$ cat config.mk
export PLATFORM = sky130hd
export DESIGN_NAME = ppm_top
export DESIGN_NICKNAME = d
export VERILOG_FILES = /design/src/hw/ppm_pkg.sv /design/src/hw/ppm_ifs.sv /design/src/hw/ppm_port.sv /design/src/hw/ppm_avs.sv /design/src/hw/ppm_top.sv
export VERILOG_INCLUDE_DIRS = /design/src /design/src/hw
export SDC_FILE = /design/constraint.sdc
export NUM_CORES = 1
export LEC_CHECK = 0
export BUFFER_PORTS_ARGS = -buffer_cell sky130_fd_sc_hd__buf_2
export CORE_AREA = 2 2 177 144
export DETAILED_ROUTE_END_ITERATION = 7
export DIE_AREA = 0 0 179 146
export SLEW_MARGIN = 20
export SYNTH_ARGS = -nofsm -noshare
export SYNTH_HDL_FRONTEND = slang
export SYNTH_HIERARCHICAL = 1
export SYNTH_SLANG_ARGS = --single-unit
export TNS_END_PERCENT = 1
$ cat constraint.sdc
create_clock -name ref_clk -period 2.62 [get_ports ref_clk]
set_clock_uncertainty 0.15 [all_clocks]
set_input_delay 0.524 -clock ref_clk [delete_from_list [all_inputs] [get_ports ref_clk]]
set_output_delay 0.524 -clock ref_clk [all_outputs]
set_load 0.02 [all_outputs]
$ cat src/hw/ppm_consts.svh
// Purpose: Offsets, register indices, reset values and thresholds of the pin mux
// Assumes: Word index = Avalon byte address / 4
// Notes: Definitions only
`ifndef PPM_CONSTS_SVH
`define PPM_CONSTS_SVH
`define PPM_GRP_P1 2'h0
`define PPM_GRP_P2 2'h1
`define PPM_A_CTRL 5'h10
`define PPM_A_IST 5'h11
`define PPM_A_ICLR 5'h12
`define PPM_A_IEN 5'h13
`define PPM_R_IN 3'h0
`define PPM_R_OUT 3'h1
`define PPM_R_DIR 3'h2
`define PPM_R_SEL 3'h3
`define PPM_R_IE 3'h4
`define PPM_R_IES 3'h5
`define PPM_R_IFG 3'h6
`define PPM_RST8 8'h00
`define PPM_RST_CAP 6'h00
`define PPM_RST_VLD 4'h0
`define PPM_RST_IRQ 2'h0
`define PPM_RST6 6'h00
`define PPM_RST_OE1 8'hFF
`define PPM_RST_OE2 6'h3F
`define PPM_LCD_HI 8'hE0
`define PPM_LCD_MID 8'hC0
`define PPM_VLD_EXT 4'hF
`define PPM_P1_HWMASK 8'hFF
`define PPM_P2_HWMASK 8'h3F
`endif

$ cat src/hw/ppm_pkg.sv
// Purpose: Types shared by the pin mux modules
// Assumes: Nothing
// Notes: One-hot bus handshake states
package ppm_pkg;
  typedef logic [7:0] ppm_byte_t;
  typedef logic [31:0] ppm_word_t;
  typedef enum logic [1:0] {
    ST_IDLE = 2'h1,
    ST_ACK = 2'h2
  } ppm_bus_st_t;
endpackage : ppm_pkg

$ cat src/hw/ppm_ifs.sv
// Purpose: Carriers between the pin mux core, its port banks and its bus slave
// Assumes: Single clock
// Notes: No clocking blocks
`timescale 1ns/1ps
interface ppm_port_if;
  import ppm_pkg::*;
  logic wr;
  logic [2:0] idx;
  ppm_byte_t wdata, pin_in, hw_mask;
  ppm_byte_t in_val, out, dir, sel, ie, ies, ifg;
  logic flag_evt;
  modport bank(input wr, idx, wdata, pin_in, hw_mask,
               output in_val, out, dir, sel, ie, ies, ifg, flag_evt);
  modport core(output wr, idx, wdata, pin_in, hw_mask,
               input in_val, out, dir, sel, ie, ies, ifg, flag_evt);
endinterface : ppm_port_if

interface ppm_bus_if;
  import ppm_pkg::*;
  logic wr;
  logic [4:0] addr;
  ppm_word_t wdata, rdata;
  modport slave(output wr, addr, wdata, input rdata);
  modport core(input wr, addr, wdata, output rdata);
endinterface : ppm_bus_if

$ cat src/hw/ppm_port.sv
// Purpose: One 8-bit port bank: control bits and edge interrupt flags
// Assumes: pin_in already gated to zero where the port function is off
// Notes: Hardware flag set wins over a same-cycle software write
`timescale 1ns/1ps
`include "ppm_consts.svh"
module ppm_port (
  input wire logic ref_clk,
  input wire logic rst,
  ppm_port_if.bank p
);
  import ppm_pkg::*;
  ppm_byte_t out_q, dir_q, sel_q, ie_q, ies_q, ifg_q, in_q, hit, ifg_d;
  logic wr_out, wr_dir, wr_sel, wr_ie, wr_ies, wr_ifg;

  assign wr_out = p.wr && (p.idx == `PPM_R_OUT);
  assign wr_dir = p.wr && (p.idx == `PPM_R_DIR);
  assign wr_sel = p.wr && (p.idx == `PPM_R_SEL);
  assign wr_ie = p.wr && (p.idx == `PPM_R_IE);
  assign wr_ies = p.wr && (p.idx == `PPM_R_IES);
  assign wr_ifg = p.wr && (p.idx == `PPM_R_IFG);

  // Edge select clear: rising edge, set: falling edge
  for (genvar i = 0; i < 8; i++) begin : g_edge
    assign hit[i] = ie_q[i] & p.hw_mask[i] &
                    (ies_q[i] ? (in_q[i] & ~p.pin_in[i]) : (~in_q[i] & p.pin_in[i]));
  end
  // Masked bits have no hardware source, so only software moves them
  assign ifg_d = (wr_ifg ? p.wdata : ifg_q) | hit;

  always_ff @(posedge ref_clk or posedge rst) begin
    if (rst) begin
      out_q <= `PPM_RST8;
      dir_q <= `PPM_RST8;
      sel_q <= `PPM_RST8;
      ie_q <= `PPM_RST8;
      ies_q <= `PPM_RST8;
      ifg_q <= `PPM_RST8;
      in_q <= `PPM_RST8;
    end else begin
      if (wr_out) out_q <= p.wdata;
      if (wr_dir) dir_q <= p.wdata;
      if (wr_sel) sel_q <= p.wdata;
      if (wr_ie) ie_q <= p.wdata;
      if (wr_ies) ies_q <= p.wdata;
      ifg_q <= ifg_d;
      in_q <= p.pin_in;
    end
  end

  assign p.in_val = in_q;
  assign p.out = out_q;
  assign p.dir = dir_q;
  assign p.sel = sel_q;
  assign p.ie = ie_q;
  assign p.ies = ies_q;
  assign p.ifg = ifg_q;
  assign p.flag_evt = |hit;
endmodule : ppm_port

$ cat src/hw/ppm_avs.sv
// Purpose: Avalon-MM slave front end with waitrequest
// Assumes: Master holds its request until it sees waitrequest low
// Notes: Every access is answered on the second edge, unmapped reads give zero
`timescale 1ns/1ps
module ppm_avs (
  input wire logic ref_clk,
  input wire logic rst,
  input wire logic [6:0] avs_address,
  input wire logic avs_read,
  input wire logic avs_write,
  input wire ppm_pkg::ppm_word_t avs_writedata,
  output ppm_pkg::ppm_word_t avs_readdata,
  output logic avs_waitrequest,
  ppm_bus_if.slave b
);
  import ppm_pkg::*;
  ppm_bus_st_t st_q, st_d;
  logic req;

  assign req = avs_read | avs_write;
  assign b.wr = avs_write && (st_q == ST_ACK);
  assign b.addr = avs_address[6:2];
  assign b.wdata = avs_writedata;

  always_comb begin
    case (st_q)
      ST_IDLE: st_d = req ? ST_ACK : ST_IDLE;
      ST_ACK: st_d = ST_IDLE;
      default: st_d = ST_IDLE;
    endcase
  end

  always_ff @(posedge ref_clk or posedge rst) begin
    if (rst) begin
      st_q <= ST_IDLE;
      avs_waitrequest <= 1'b1;
      avs_readdata <= 32'h00000000;
    end else begin
      st_q <= st_d;
      avs_waitrequest <= (st_d != ST_ACK);
      if (st_d == ST_ACK) avs_readdata <= b.rdata;
    end
  end
endmodule : ppm_avs

$ cat src/hw/ppm_top.sv
// Purpose: Pin multiplexer for two 8-bit ports with LCD and analog hand-over
// Assumes: Pin and peripheral inputs are synchronous to ref_clk
// Notes: Pin and peripheral outputs are registered, one cycle behind their cause
// What this block does
// Pins 1.0,1.1,2.2-2.5 digital while analog disable clear
// LCD-capable pins are ports only when selection zero
// Pins 1.2-1.5 go LCD at mode E0h
// Pins 1.6-1.7 go LCD at mode C0h
// Pins 2.0-2.1 go LCD at mode E0h
// Serial direction controls steer pins 1.6,1.7,2.1
// 2.4 forced transmit output; 2.2,2.5 forced inputs
// Pin 1.1 outputs main clock, feeds capture 0B
// Pin 1.5 outputs auxiliary clock, feeds timer clock
// Pin 2.3 analog when supervisor level is 1111b
// Unbonded port 2 bits 6,7 are software flags
// Pin 1.3 supervisor output; 1.0 compare/capture 0A
// Port mode: direction drives output; edges set flags
`timescale 1ns/1ps
`include "ppm_consts.svh"
module ppm_top (
  input wire logic ref_clk,
  input wire logic rst,
  input wire logic [6:0] avs_address,
  input wire logic avs_read,
  input wire logic avs_write,
  input wire ppm_pkg::ppm_word_t avs_writedata,
  output ppm_pkg::ppm_word_t avs_readdata,
  output logic avs_waitrequest,
  output logic irq,
  input wire ppm_pkg::ppm_byte_t p1_pin_in,
  output ppm_pkg::ppm_byte_t p1_pin_out,
  output ppm_pkg::ppm_byte_t p1_pin_oe_n,
  input wire logic [5:0] p2_pin_in,
  output logic [5:0] p2_pin_out,
  output logic [5:0] p2_pin_oe_n,
  input wire ppm_pkg::ppm_byte_t lcd_seg,
  input wire logic timer_out0,
  input wire logic timer_out1,
  input wire logic timer_out2,
  input wire logic mclk_sig,
  input wire logic aclk_sig,
  input wire logic supervisor_comparator_output,
  input wire logic spi_simo_out,
  input wire logic spi_somi_out,
  input wire logic spi_uclk_out,
  input wire logic serial_transmit_data,
  input wire logic serial_slave_in_direction_control,
  input wire logic serial_slave_out_direction_control,
  input wire logic serial_clock_direction_control,
  output logic timer_capture_input_0_a,
  output logic timer_capture_input_0_b,
  output logic timer_capture_input_1_a,
  output logic timer_capture_input_2_a,
  output logic timer_external_clock_input,
  output logic serial_slave_enable_input,
  output logic serial_receive_data,
  output logic spi_simo_in,
  output logic spi_somi_in,
  output logic spi_uclk_in
);
  import ppm_pkg::*;

  // Returns {oe_n, out}; LCD beats analog beats function select
  function automatic logic [1:0] pin_drive(input logic s, input logic o, input logic d,
                                           input logic mo, input logic md, input logic lcd,
                                           input logic seg, input logic an);
    if (lcd) pin_drive = {1'b0, seg};
    else if (an) pin_drive = 2'h2;
    else if (s) pin_drive = {~md, mo};
    else pin_drive = {~d, o};
  endfunction : pin_drive

  function automatic ppm_byte_t port_rd(input logic [2:0] idx, input ppm_byte_t i,
                                        input ppm_byte_t o, input ppm_byte_t d,
                                        input ppm_byte_t s, input ppm_byte_t e,
                                        input ppm_byte_t es, input ppm_byte_t f);
    case (idx)
      `PPM_R_IN: port_rd = i;
      `PPM_R_OUT: port_rd = o;
      `PPM_R_DIR: port_rd = d;
      `PPM_R_SEL: port_rd = s;
      `PPM_R_IE: port_rd = e;
      `PPM_R_IES: port_rd = es;
      `PPM_R_IFG: port_rd = f;
      default: port_rd = `PPM_RST8;
    endcase
  endfunction : port_rd

  ppm_bus_if bus();
  ppm_port_if pi1();
  ppm_port_if pi2();

  logic [5:0] cap_q;
  ppm_byte_t lcd_mode_field_q;
  logic [3:0] vld_q;
  logic [1:0] ist_q, ien_q, ist_d, evt;
  logic lcd_hi, lcd_mid, vld_ext;
  logic ctrl_wr, iclr_wr, ien_wr;
  logic [1:0] grp;
  ppm_byte_t p1_lcd, p2_lcd, p1_an, p2_an, p1_seg, p2_seg;
  ppm_byte_t p1_din, p2_din, p1_mi, p2_mi;
  ppm_byte_t p1_mo, p1_md, p2_mo, p2_md;
  ppm_byte_t p1_out_d, p1_oe_n_d, p2_out_d, p2_oe_n_d;
  ppm_byte_t p1_rd, p2_rd;
  ppm_word_t ctl_rd;

  ppm_avs u_avs (
    .ref_clk(ref_clk),
    .rst(rst),
    .avs_address(avs_address),
    .avs_read(avs_read),
    .avs_write(avs_write),
    .avs_writedata(avs_writedata),
    .avs_readdata(avs_readdata),
    .avs_waitrequest(avs_waitrequest),
    .b(bus.slave)
  );

  ppm_port u_p1 (
    .ref_clk(ref_clk),
    .rst(rst),
    .p(pi1.bank)
  );

  ppm_port u_p2 (
    .ref_clk(ref_clk),
    .rst(rst),
    .p(pi2.bank)
  );

  // Address decode
  assign grp = bus.addr[4:3];
  assign ctrl_wr = bus.wr && (bus.addr == `PPM_A_CTRL);
  assign iclr_wr = bus.wr && (bus.addr == `PPM_A_ICLR);
  assign ien_wr = bus.wr && (bus.addr == `PPM_A_IEN);
  assign pi1.wr = bus.wr && (grp == `PPM_GRP_P1);
  assign pi2.wr = bus.wr && (grp == `PPM_GRP_P2);
  assign pi1.idx = bus.addr[2:0];
  assign pi2.idx = bus.addr[2:0];
  assign pi1.wdata = bus.wdata[7:0];
  assign pi2.wdata = bus.wdata[7:0];
  assign pi1.hw_mask = `PPM_P1_HWMASK;
  assign pi2.hw_mask = `PPM_P2_HWMASK;

  // Hand-over conditions
  assign lcd_hi = lcd_mode_field_q >= `PPM_LCD_HI;
  assign lcd_mid = lcd_mode_field_q >= `PPM_LCD_MID;
  assign vld_ext = vld_q == `PPM_VLD_EXT;
  assign p1_lcd = {{2{lcd_mid}}, {4{lcd_hi}}, 2'h0};
  assign p2_lcd = {6'h00, {2{lcd_hi}}};
  assign p1_an = {6'h00, cap_q[1:0]};
  assign p2_an = {2'h0, cap_q[5:4], cap_q[3] | vld_ext, cap_q[2], 2'h0};
  assign p1_seg = {lcd_seg[5:0], 2'h0};
  assign p2_seg = {6'h00, lcd_seg[7:6]};

  // Input buffers off while the pin is LCD or analog; no pins behind bits 6,7
  assign p1_din = p1_pin_in & ~(p1_lcd | p1_an);
  assign p2_din = {2'h0, p2_pin_in} & ~(p2_lcd | p2_an);
  assign pi1.pin_in = p1_din;
  assign pi2.pin_in = p2_din;
  assign p1_mi = p1_din & pi1.sel;
  assign p2_mi = p2_din & pi2.sel;

  // Peripheral function sources
  assign p1_mo = {spi_somi_out, spi_simo_out, aclk_sig, 1'b0, supervisor_comparator_output,
                  timer_out1, mclk_sig, timer_out0};
  assign p1_md = {serial_slave_out_direction_control, serial_slave_in_direction_control,
                  pi1.dir[5:0]};
  // Transmit data belongs on pin 2.4; pins 2.2, 2.3 and 2.5 have no module output
  assign p2_mo = {3'h0, serial_transmit_data, 2'h0, spi_uclk_out, timer_out2};
  assign p2_md = {pi2.dir[7:6], 1'b0, 1'b1, pi2.dir[3], 1'b0,
                  serial_clock_direction_control, pi2.dir[0]};

  for (genvar i = 0; i < 8; i++) begin : g_pin
    assign {p1_oe_n_d[i], p1_out_d[i]} = pin_drive(pi1.sel[i], pi1.out[i], pi1.dir[i],
        p1_mo[i], p1_md[i], p1_lcd[i], p1_seg[i], p1_an[i]);
    assign {p2_oe_n_d[i], p2_out_d[i]} = pin_drive(pi2.sel[i], pi2.out[i], pi2.dir[i],
        p2_mo[i], p2_md[i], p2_lcd[i], p2_seg[i], p2_an[i]);
  end

  // Read mux; unmapped words read zero
  assign p1_rd = port_rd(pi1.idx, pi1.in_val, pi1.out, pi1.dir, pi1.sel, pi1.ie, pi1.ies,
                         pi1.ifg);
  assign p2_rd = port_rd(pi2.idx, pi2.in_val, pi2.out, pi2.dir, pi2.sel, pi2.ie, pi2.ies,
                         pi2.ifg);
  assign ctl_rd = (bus.addr == `PPM_A_CTRL) ? {12'h000, vld_q, lcd_mode_field_q, 2'h0, cap_q} :
                  (bus.addr == `PPM_A_IST) ? {30'h00000000, ist_q} :
                  (bus.addr == `PPM_A_IEN) ? {30'h00000000, ien_q} : 32'h00000000;
  assign bus.rdata = (grp == `PPM_GRP_P1) ? {24'h000000, p1_rd} :
                     (grp == `PPM_GRP_P2) ? {24'h000000, p2_rd} : ctl_rd;

  // Sticky status; a new event beats a same-cycle clear
  assign evt = {pi2.flag_evt, pi1.flag_evt};
  assign ist_d = (ist_q & ~(iclr_wr ? bus.wdata[1:0] : 2'h0)) | evt;

  always_ff @(posedge ref_clk or posedge rst) begin
    if (rst) begin
      cap_q <= `PPM_RST_CAP;
      lcd_mode_field_q <= `PPM_RST8;
      vld_q <= `PPM_RST_VLD;
    end else if (ctrl_wr) begin
      cap_q <= bus.wdata[5:0];
      lcd_mode_field_q <= bus.wdata[15:8];
      vld_q <= bus.wdata[19:16];
    end
  end

  always_ff @(posedge ref_clk or posedge rst) begin
    if (rst) begin
      ist_q <= `PPM_RST_IRQ;
      ien_q <= `PPM_RST_IRQ;
      irq <= 1'b0;
    end else begin
      ist_q <= ist_d;
      if (ien_wr) ien_q <= bus.wdata[1:0];
      irq <= |(ist_q & ien_q);
    end
  end

  // Pins; bits 6,7 of port 2 are never bonded out
  always_ff @(posedge ref_clk or posedge rst) begin
    if (rst) begin
      p1_pin_out <= `PPM_RST8;
      p1_pin_oe_n <= `PPM_RST_OE1;
      p2_pin_out <= `PPM_RST6;
      p2_pin_oe_n <= `PPM_RST_OE2;
    end else begin
      p1_pin_out <= p1_out_d;
      p1_pin_oe_n <= p1_oe_n_d;
      p2_pin_out <= p2_out_d[5:0];
      p2_pin_oe_n <= p2_oe_n_d[5:0];
    end
  end

  always_ff @(posedge ref_clk or posedge rst) begin
    if (rst) begin
      timer_capture_input_0_a <= 1'b0;
      timer_capture_input_0_b <= 1'b0;
      timer_capture_input_1_a <= 1'b0;
      timer_capture_input_2_a <= 1'b0;
      timer_external_clock_input <= 1'b0;
      serial_slave_enable_input <= 1'b0;
      serial_receive_data <= 1'b0;
      spi_simo_in <= 1'b0;
      spi_somi_in <= 1'b0;
      spi_uclk_in <= 1'b0;
    end else begin
      timer_capture_input_0_a <= p1_mi[0];
      timer_capture_input_0_b <= p1_mi[1];
      timer_capture_input_1_a <= p1_mi[2];
      timer_external_clock_input <= p1_mi[5];
      spi_simo_in <= p1_mi[6];
      spi_somi_in <= p1_mi[7];
      timer_capture_input_2_a <= p2_mi[0];
      spi_uclk_in <= p2_mi[1];
      serial_slave_enable_input <= p2_mi[2];
      serial_receive_data <= p2_mi[5];
    end
  end
endmodule : ppm_top

# [Yosys cells after proc, flatten, opt, wreduce, memory -nomap -nowiden]
# Index checks and enable logic that the tools add are counted.
[word_totals] word_cells=235 register_bits=208 out_inout_bits=72 inputBits=78
[op_classes] order_cmp=2 n_mux=54 bitwise_logic=103 n_reduce_logical=23 eq_ne=16
[op_table] cell="one-hot mux 8 bit (7 select lines)" count=2
[op_table] cell="two-way mux 20 bit" count=3
[op_table] cell="two-way mux 2 bit" count=25
[op_table] cell="inverter 1 bit" count=45
[op_table] cell="bitwise AND 1 bit" count=42
[op_table] cell="two-way mux 1 bit" count=22
[op_table] cell="equality test 5 bit (second input constant)" count=4
[op_table] cell="logical AND 1 bit" count=18
[op_table] cell="bitwise AND 8 bit" count=2
[op_table] cell="greater-or-equal comparator 8 bit (second input constant)" count=2
[op_table] cell="two-way mux 8 bit" count=2
[op_table] cell="equality test 3 bit (second input constant)" count=3
[op_table] cell="bitwise AND 6 x 8 -> 8 bit" count=1
[op_table] cell="inverter 6 -> 8 bit" count=1
[op_table] cell="inverter 8 bit" count=1
[op_table] cell="OR 8 x 2 -> 8 bit" count=1
[op_table] cell="OR 8 x 6 -> 8 bit" count=1
[op_table] cell="OR 8 bit" count=1
[op_table] cell="OR reduction 8 bit" count=1
[op_table] cell="bitwise AND 6 bit" count=1
[op_table] cell="equality test 3 x 2 -> 1 bit (second input constant)" count=2
[op_table] cell="OR 2 x 6 -> 6 bit" count=1
[op_table] cell="OR reduction 6 bit" count=1
[op_table] cell="bitwise AND 2 bit" count=2
[op_table] cell="other kinds (11)" count=14

# [Longest topological paths before layout]
# Gate-level depths: netlist of the first run.
[depth] ltp_word=11 ltp_mapped=9 mapped_depth_nobuf=7

# [By module]
# The synthesis of the first run kept the hierarchy.
[by_module_without_submodules] module="ppm_port" seq_area_each_um2=1401.3 area_per_inst_um2=2309.7 n_inst=2 cells_each=169
[by_module_without_submodules] module="ppm_top" seq_area_each_um2=1544.0 area_per_inst_um2=3594.7 n_inst=1 cells_each=320
[by_module_without_submodules] module="ppm_avs" seq_area_each_um2=852.1 area_per_inst_um2=1680.4 n_inst=1 cells_each=112

# [Worst setup path before layout of the first run]
# No wires, ideal clock.
[synth_path] path_type="input to register" start="input avs_address[3]" end="register u_avs.avs_readdata[0]" arrival_time_ps=2183 n_path_buf=3 slack_ps=161 required_time_ps=2345 stages=8 setup_ps=125 path_cell_list="buf_4 > buf_4 > buf_2 > mux4_2 > nor2_1 > nor2_1 > a211o_1 > mux2_4"
[synth_via] elab_chain_len=6 word_cells_on_any_way=17 classes_between="eq/ne (9); mux (7); reduce/logical (1)"
[synth_lines] item="start, declared" line="ppm_top.sv:23" rtl="input wire logic [6:0] avs_address,"
[synth_lines] item="equality test 5 bit (no source line)"
[synth_lines] item="two-way mux 2 bit" line="ppm_top.sv:188" rtl="(bus.addr == `PPM_A_IEN) ? {30'h00000000, ien_q} : 32'h00000000;"
[synth_lines] item="two-way mux 2 bit" line="ppm_top.sv:187" rtl="(bus.addr == `PPM_A_IST) ? {30'h00000000, ist_q} :"
[synth_lines] item="two-way mux 20 bit" line="ppm_top.sv:186" rtl="assign ctl_rd = (bus.addr == `PPM_A_CTRL) ? {12'h000, vld_q, lcd_mode_field_q, 2'h0, cap_q} :"
[synth_lines] item="two-way mux 20 bit" line="ppm_top.sv:190" rtl="(grp == `PPM_GRP_P2) ? {24'h000000, p2_rd} : ctl_rd;"
[synth_lines] item="two-way mux 20 bit (*)" line="ppm_top.sv:189" rtl="assign bus.rdata = (grp == `PPM_GRP_P1) ? {24'h000000, p1_rd} :"
[synth_lines] item="via bus.rdata[0]" line="ppm_ifs.sv:22" rtl="ppm_word_t wdata, rdata;"
[synth_lines] item="end signal, assigned" line="ppm_avs.sv:41" rtl="if (st_d == ST_ACK) avs_readdata <= b.rdata;"
[synth_lines] item="end, declared" line="ppm_avs.sv:12" rtl="output ppm_pkg::ppm_word_t avs_readdata,"
# The timed path passes the listed nets; every way through them passes the cells marked *.
# A chain may end at the register's enable or synchronous reset.

# [Final worst setup path of the first run]
[layout_path] start="register lcd_mode_field_q[7]" end="register ist_q[0]"
[layout_via] elab_chain_len=10 word_cells_on_any_way=37 classes_between="order compare (2); mux (6); bitwise (28); reduce/logical (1)"
[layout_lines] item="start, declared" line="ppm_top.sv:94" rtl="ppm_byte_t lcd_mode_field_q;"
[layout_lines] item="start signal, assigned" line="ppm_top.sv:199" rtl="lcd_mode_field_q <= `PPM_RST8;"
[layout_lines] item="start signal, assigned" line="ppm_top.sv:203" rtl="lcd_mode_field_q <= bus.wdata[15:8];"
[layout_lines] item="greater-or-equal comparator 8 bit (no source line) (*)"
[layout_lines] item="OR 8 x 2 -> 8 bit (*)" line="ppm_top.sv:157" rtl="assign p1_din = p1_pin_in & ~(p1_lcd | p1_an);"
[layout_lines] item="inverter 8 bit (*)" line="ppm_top.sv:157"
[layout_lines] item="bitwise AND 8 bit (*)" line="ppm_top.sv:157"
[layout_lines] item="via p1_din[4]" line="ppm_top.sv:101" rtl="ppm_byte_t p1_din, p2_din, p1_mi, p2_mi;"
[layout_lines] item="inverter 1 bit" line="ppm_port.sv:25" rtl="(ies_q[i] ? (in_q[i] & ~p.pin_in[i]) : (~in_q[i] & p.pin_in[i]));"
[layout_lines] item="bitwise AND 1 bit" line="ppm_port.sv:25"
[layout_lines] item="two-way mux 1 bit (*)" line="ppm_port.sv:25"
[layout_lines] item="bitwise AND 1 bit (*)" line="ppm_port.sv:24" rtl="assign hit[i] = ie_q[i] & p.hw_mask[i] &"
[layout_lines] item="OR reduction 8 bit (*)" line="ppm_port.sv:57" rtl="assign p.flag_evt = |hit;"
[layout_lines] item="via pi1.flag_evt" line="ppm_ifs.sv:11" rtl="logic flag_evt;"
[layout_lines] item="OR 2 bit (*)" line="ppm_top.sv:194" rtl="assign ist_d = (ist_q & ~(iclr_wr ? bus.wdata[1:0] : 2'h0)) | evt;"
[layout_lines] item="via ist_d[0]" line="ppm_top.sv:96" rtl="logic [1:0] ist_q, ien_q, ist_d, evt;"
[layout_lines] item="end signal, assigned" line="ppm_top.sv:210" rtl="ist_q <= `PPM_RST_IRQ;"
[layout_lines] item="end signal, assigned" line="ppm_top.sv:214" rtl="ist_q <= ist_d;"
[layout_lines] item="end, declared" line="ppm_top.sv:96"
# Marks and branches as above.

==> metrics.txt, run 1 <==
Inserted Diodes=0; clock buffer depth=3; Clk Latency, worst-skew pair=520 ps; final setup fails=0; Wirelength per Cell=19.9 microns; fin crit share=91.0%; Max-Cap Viols=0; Leak=5.91 nW; layout cell share with drive strength beyond 1=44.0%; f_max=420 MHz; DP Worst Slack=-7.31 ps; htree depth=1; IO Count=150; Synth Area per Inst=12.9 sq um; First-pass DRT Iterations=5; Hold Fails Final Rpt=0; critical path class=register to register; Final Instance Area=12000 sq um; Post-CTS Setup Bufs=0; RSZ-0062 raised after global routing=no; Area Overhead vs Synth=21.9%; crit-path max FO=5; critical path capture point type=register; Max-slew headroom=48.1%; post-place instance area=11200 sq um; Hold Path Class=primary input to register; remaining antenna violation count=0; via density per instance=5.17; initial antenna violation count=1; setup tns final=0 ps; Site Rows=51; DRT Wirelength=25.7 mm; reg2reg start=lcd_mode_field_q[7]$_DFFE_PP0P_; outcome=completed; vias in the first global route=6688; r2r setup slk=240 ps; root buffer cell=clkbuf_16; via count=6662; fin crit period=2380 ps; TritonCTS clock tree=done; Die Y=146 microns; Power Dens Cells=783 nW/um^2; core area=24200 sq um; DRC=0; Worst Reg-to-Reg Cells=9; synthesized area=9800 sq um; largest net degree at the start of global routing=57; Post-DP HPWL=18.5 mm; Tightest Pin Transition=779 ps; global-route wire length before repair=40.4 mm; Worst Hold Path Cells=2; final std cells w/o fill=1289; CP Data Arrival Time=2630 ps; GR Util All Layers=20.1%; RR Endpoint=ist_q[0]$_DFF_PP0_; Placer Congestion=0.851; CTS Buf Count=23; worst path required time=2870 ps; clk sinks=207; drt initial violations=439; nets=1032; Reg clk slew, reported paths=60 ps; CP startpoint kind=register; die width=179 microns; Post-Synthesis Cells=758; Worst IR Drop VDD=0.459 mV; I/O Buffers=135; initial core utilization=40.5%; Yosys Warn Count=6; final max-slew violation count=0; CP Launch Point=lcd_mode_field_q[7]$_DFFE_PP0P_; die area=26100 sq um; total global routing overflow=0; CP endpoint=ist_q[0]$_DFF_PP0_; post-route setup slack=236 ps; utilization after layout=49.4%; placed cells=1245
[power breakdown]
group          leakage, nW  switching, W  total (W)  internal [W]
sequential            2.72      0.000347    0.00410       0.00375
clock                0.390       0.00132    0.00330       0.00198
combinational         2.80       0.00100    0.00196      0.000961
total                 5.91       0.00267    0.00936       0.00669
[critical path, cell delays in order, from the launching register on]
cell       delay [ps]
dfrtp_1           480
nand3_1           110
buf_4             180
and2_1            170
or3b_2            190
a21oi_1            70
a2111oi_0         410
buf_4             200
nand4_1           120
a21o_1            170
[per-stage QoR]
step,hold WS (ps),total power (W)
6_report,27.8,0.00936
5_1_grt,7.85,0.00981
4_1_cts,5.80,0.00946
3_5_place_dp,262,0.00613
3_3_place_gp,279,0.00608
2_1_floorplan,232,0.00552
[how the worst min path moves through the flow]
stage | endpoint | start
4_1_cts | p1_pin_oe_n[6]$_DFF_PP1_ | serial_slave_in_direction_control
6_report | p1_pin_oe_n[7]$_DFF_PP1_ | serial_slave_out_direction_control
5_1_grt | p1_pin_oe_n[6]$_DFF_PP1_ | serial_slave_in_direction_control
3_3_place_gp | p2_pin_oe_n[0]$_DFF_PP1_ | u_p2/p.dir[0]$_DFFE_PP0P_
3_5_place_dp | p2_pin_oe_n[0]$_DFF_PP1_ | u_p2/p.dir[0]$_DFFE_PP0P_
2_1_floorplan | p1_pin_oe_n[4]$_DFF_PP1_ | u_p1/p.dir[4]$_DFFE_PP0P_
[flip-flops by register name (all words and copies together) (netlist names), 4 cells and up]
name	cells
u_p2/p.in_val	8
lcd_mode_field_q	8
u_p2/p.dir	8
p1_pin_out	8
vld_q	4
u_avs/avs_readdata	32
u_p2/p.ies	8
p2_pin_oe_n	6
u_p2/p.ifg	8
u_p1/p.dir	8
u_p1/p.ie	8
p2_pin_out	6
u_p1/p.ifg	8
cap_q	6
u_p2/p.ie	8
u_p2/p.sel	8
u_p1/p.ies	8
u_p1/p.sel	8
u_p1/p.in_val	8
p1_pin_oe_n	8
u_p2/p.out	8
u_p1/p.out	8
[cell usage in the layout, fill, tap and decap left out, types with 6 or more instances in the layout]
cell	n
dfrtp_1	192
buf_2	135
mux2_2	106
nand2_1	64
buf_4	47
mux2_4	38
conb_1	36
nor2_1	31
and2_1	31
mux2i_1	25
clkbuf_16	23
nand2b_1	15
nand3b_1	15
dfstp_2	15
nand3_1	14
o22ai_1	13
mux4_2	11
nor2b_1	10
buf_12	10
o21ai_0	8
a21oi_1	8
o2bb2ai_1	8
and3_1	7
a221oi_1	7
clkinv_2	7
inv_1	6
clkbuf_8	6
or3b_2	6
[metal layers]
| metal | vias to the layer above | GRT usage [%] | wire length, microns | part of all wire (%) |
|---|---|---|---|---|
| met5 | - | 0 | 0 | 0 |
| met4 | 0 | 3.25 | 359 | 1.4 |
| met3 | 26 | 3.40 | 1710 | 6.7 |
| met2 | 212 | 29.8 | 11100 | 43 |
| met1 | 3344 | 31.1 | 12500 | 49 |
| li1 | 3080 | - | - | - |
[area by class of cell]
type | count | area [sq um]
fill | 2173 | 12200
inverter | 10 | 37.5
clock buffer | 32 | 669
clock inverter | 10 | 104
timing repair buffer | 194 | 1250
sequential | 207 | 5200
multi-input combinational | 518 | 4300
tap | 318 | 398
[what timing repair did]
action,in CTS,in global routing
resized for setup,0,0
setup endpoints to repair,0,0
endpoints found under the hold margin,18,0
hold buffers,2,0
(Power assumes the default switching activity.)
==> inputs of run 2 (changes only) <==
--- a/config.mk
+++ b/config.mk
@@ -10,6 +10,7 @@
 export CORE_AREA = 2 2 177 144
 export DETAILED_ROUTE_END_ITERATION = 7
 export DIE_AREA = 0 0 179 146
+export RECOVER_POWER = 50
 export SLEW_MARGIN = 20
 export SYNTH_ARGS = -nofsm -noshare
 export SYNTH_HDL_FRONTEND = slang
==> run 2 against run 1 <==
Effect of this change: global-route usage is the same; clock power about the same; maximum frequency decreased by 2.7%; die area stayed put; utilization decreased by 0.41 points; register-to-register slack got worse by 70 ps; worst setup slack worse by 65 ps; cell count unchanged; critical endpoint unchanged; largest cell class unchanged.
==> metrics.txt, run 2 (synthesis results as in run 1) <==
outcome=completed; reg2reg start=lcd_mode_field_q[7]$_DFFE_PP0P_; critical path class=register to register; layout cell share with drive strength beyond 1=41.9% (-2.1 points); largest net degree at the start of global routing=57 (unchanged); Die Y=146 microns (unchanged); Reg clk slew, reported paths=60 ps (about the same); initial core utilization=40.5% (unchanged); Hold Path Class=primary input to register; Max-slew headroom=5.04% (-43 points); RSZ-0062 raised after global routing=no; CP startpoint kind=register; root buffer cell=clkbuf_16; First-pass DRT Iterations=5 (unchanged); Post-DP HPWL=18.5 mm (unchanged); clk sinks=207 (unchanged); fill count=2201 (+1.3%); Clk Latency, worst-skew pair=520 ps (about the same); Tightest Pin Transition=1420 ps (+645 ps); die width=179 microns (unchanged); total global routing overflow=0 (unchanged); RR Endpoint=ist_q[0]$_DFF_PP0_; Placer Congestion=0.851 (unchanged); global-route wire length before repair=40.4 mm (unchanged); Top reg by flops=u_avs/avs_readdata; drt initial violations=430 (-2.1%); final setup fails=0 (unchanged); die area=26100 sq um (unchanged); fin crit share=93.5% (+2.5 points); CP Launch Point=lcd_mode_field_q[7]$_DFFE_PP0P_; CTS Buf Count=23 (unchanged); core area=24200 sq um (unchanged); Wirelength per Cell=19.9 microns (about the same); Leak=5.81 nW (-1.7%); f_max=408 MHz (-2.7%); clock buffer depth=3 (unchanged); setup tns final=0 ps (unchanged); initial antenna violation count=1 (unchanged); Hold Fails Final Rpt=0 (unchanged); Worst Reg-to-Reg Cells=9 (unchanged); utilization after layout=49.0% (-0.41 points); Register Area=5200 sq um (unchanged); crit-path max FO=5 (unchanged); final max-slew violation count=0 (unchanged); IO Count=150 (unchanged); commonest non-fill, non-tap cell in the layout=dfrtp_1; CP endpoint=ist_q[0]$_DFF_PP0_; Site Rows=51 (unchanged); Max-Cap Viols=0 (unchanged); max FFs per register=32 (unchanged); Resize count post-CTS=0 (unchanged); DRT Wirelength=25.7 mm (about the same); Worst IR Drop VDD=0.459 mV (about the same); critical path capture point type=register; Post-CTS Setup Bufs=0 (unchanged); most frequent cells in the layout=dfrtp_1 (192), buf_2 (134), mux2_2 (106); CP Data Arrival Time=2700 ps (+70 ps); I/O Buffers=135 (unchanged); r2r setup slk=170 ps (-70 ps); GR Util All Layers=20.1% (unchanged); DRC=0 (unchanged); nets=1032 (unchanged); via density per instance=5.15 (-0.42%); remaining antenna violation count=0 (unchanged); vias in the first global route=6688 (unchanged); worst path required time=2870 ps (about the same); final std cells w/o fill=1289 (unchanged); Inserted Diodes=0 (unchanged); fin crit period=2450 ps (+65.2 ps); Power Dens Cells=779 nW/um^2 (-0.55%); Area Overhead vs Synth=20.9%; area of the multi-input gates=4250 sq um (-1.0%); htree depth=1 (unchanged); Min Hold Slack=27.1 ps (-0.717 ps); via count=6634 (-0.42%); placed cells=1245 (unchanged); TritonCTS clock tree=done; total power=0.00923 W (-1.4%)
[run 2: cell count changes in the layout (fill, tap and decap cells not counted), moves of 3 or more]
cell      change
and2_0       +13
and2_1       -13
mux2_1       +12
mux2_4       -12
buf_4         -8
clkbuf_1      +5
clkbuf_2      +5
inv_2         -3
[run 2: worst min path at each step]
stage,depth (start not counted),end,start
after CTS,2,p1_pin_oe_n[6]$_DFF_PP1_,serial_slave_in_direction_control
final,2,p1_pin_oe_n[7]$_DFF_PP1_,serial_slave_out_direction_control
after detailed placement,1,p2_pin_oe_n[0]$_DFF_PP1_,u_p2/p.dir[0]$_DFFE_PP0P_
after floorplan,1,p1_pin_oe_n[4]$_DFF_PP1_,u_p1/p.dir[4]$_DFFE_PP0P_
after global routing,2,p1_pin_oe_n[6]$_DFF_PP1_,serial_slave_in_direction_control
after global placement,1,p2_pin_oe_n[0]$_DFF_PP1_,u_p2/p.dir[0]$_DFFE_PP0P_
[run 2: power by group]
part	switching, W	internal, W	leakage [nW]
Clock	0.00132	0.00198	0.390
Combinational	0.000993	0.000841	2.70
Sequential	0.000343	0.00375	2.72
Total	0.00266	0.00657	5.81
[run 2: cell type report]
class,instances,share of cell area [%]
Sequential cell,207,43.9
Multi-Input combinational cell,518,35.9
Timing Repair Buffer,194,10.1
Clock buffer,32,5.65
Tap cell,318,3.36
Clock inverter,10,0.876
Inverter,10,0.317
[run 2: metal layers]
metal	global-route usage, %	vias up	wire (microns)
met5	0	-	0
met4	3.25	0	359
met3	3.40	27	1620
met2	29.8	196	11100
met1	31.1	3335	12600
li1	-	3076	-
[run 2: worst max-delay path, stage by stage (launching register included)]
cell	delay, ps
dfrtp_1	480
nand3_1	110
clkbuf_1	210
and2_1	220
or3b_2	190
a21oi_1	70
a2111oi_0	410
buf_4	200
nand4_1	110
a21o_1	170
[run 2: stage by stage]
step / instance area, sq um / setup slack, ps
after floorplan: 9930 / 161
after global placement: 11200 / 1.29
after CTS: 12000 / 243
final: 11900 / 171
after global routing: 11900 / 55.2
after detailed placement: 11200 / -7.31
[run 2: repair_timing]
item,in CTS,in global routing
endpoints found under the hold margin,18,0
setup endpoints to repair,0,0
hold buffers,2,0
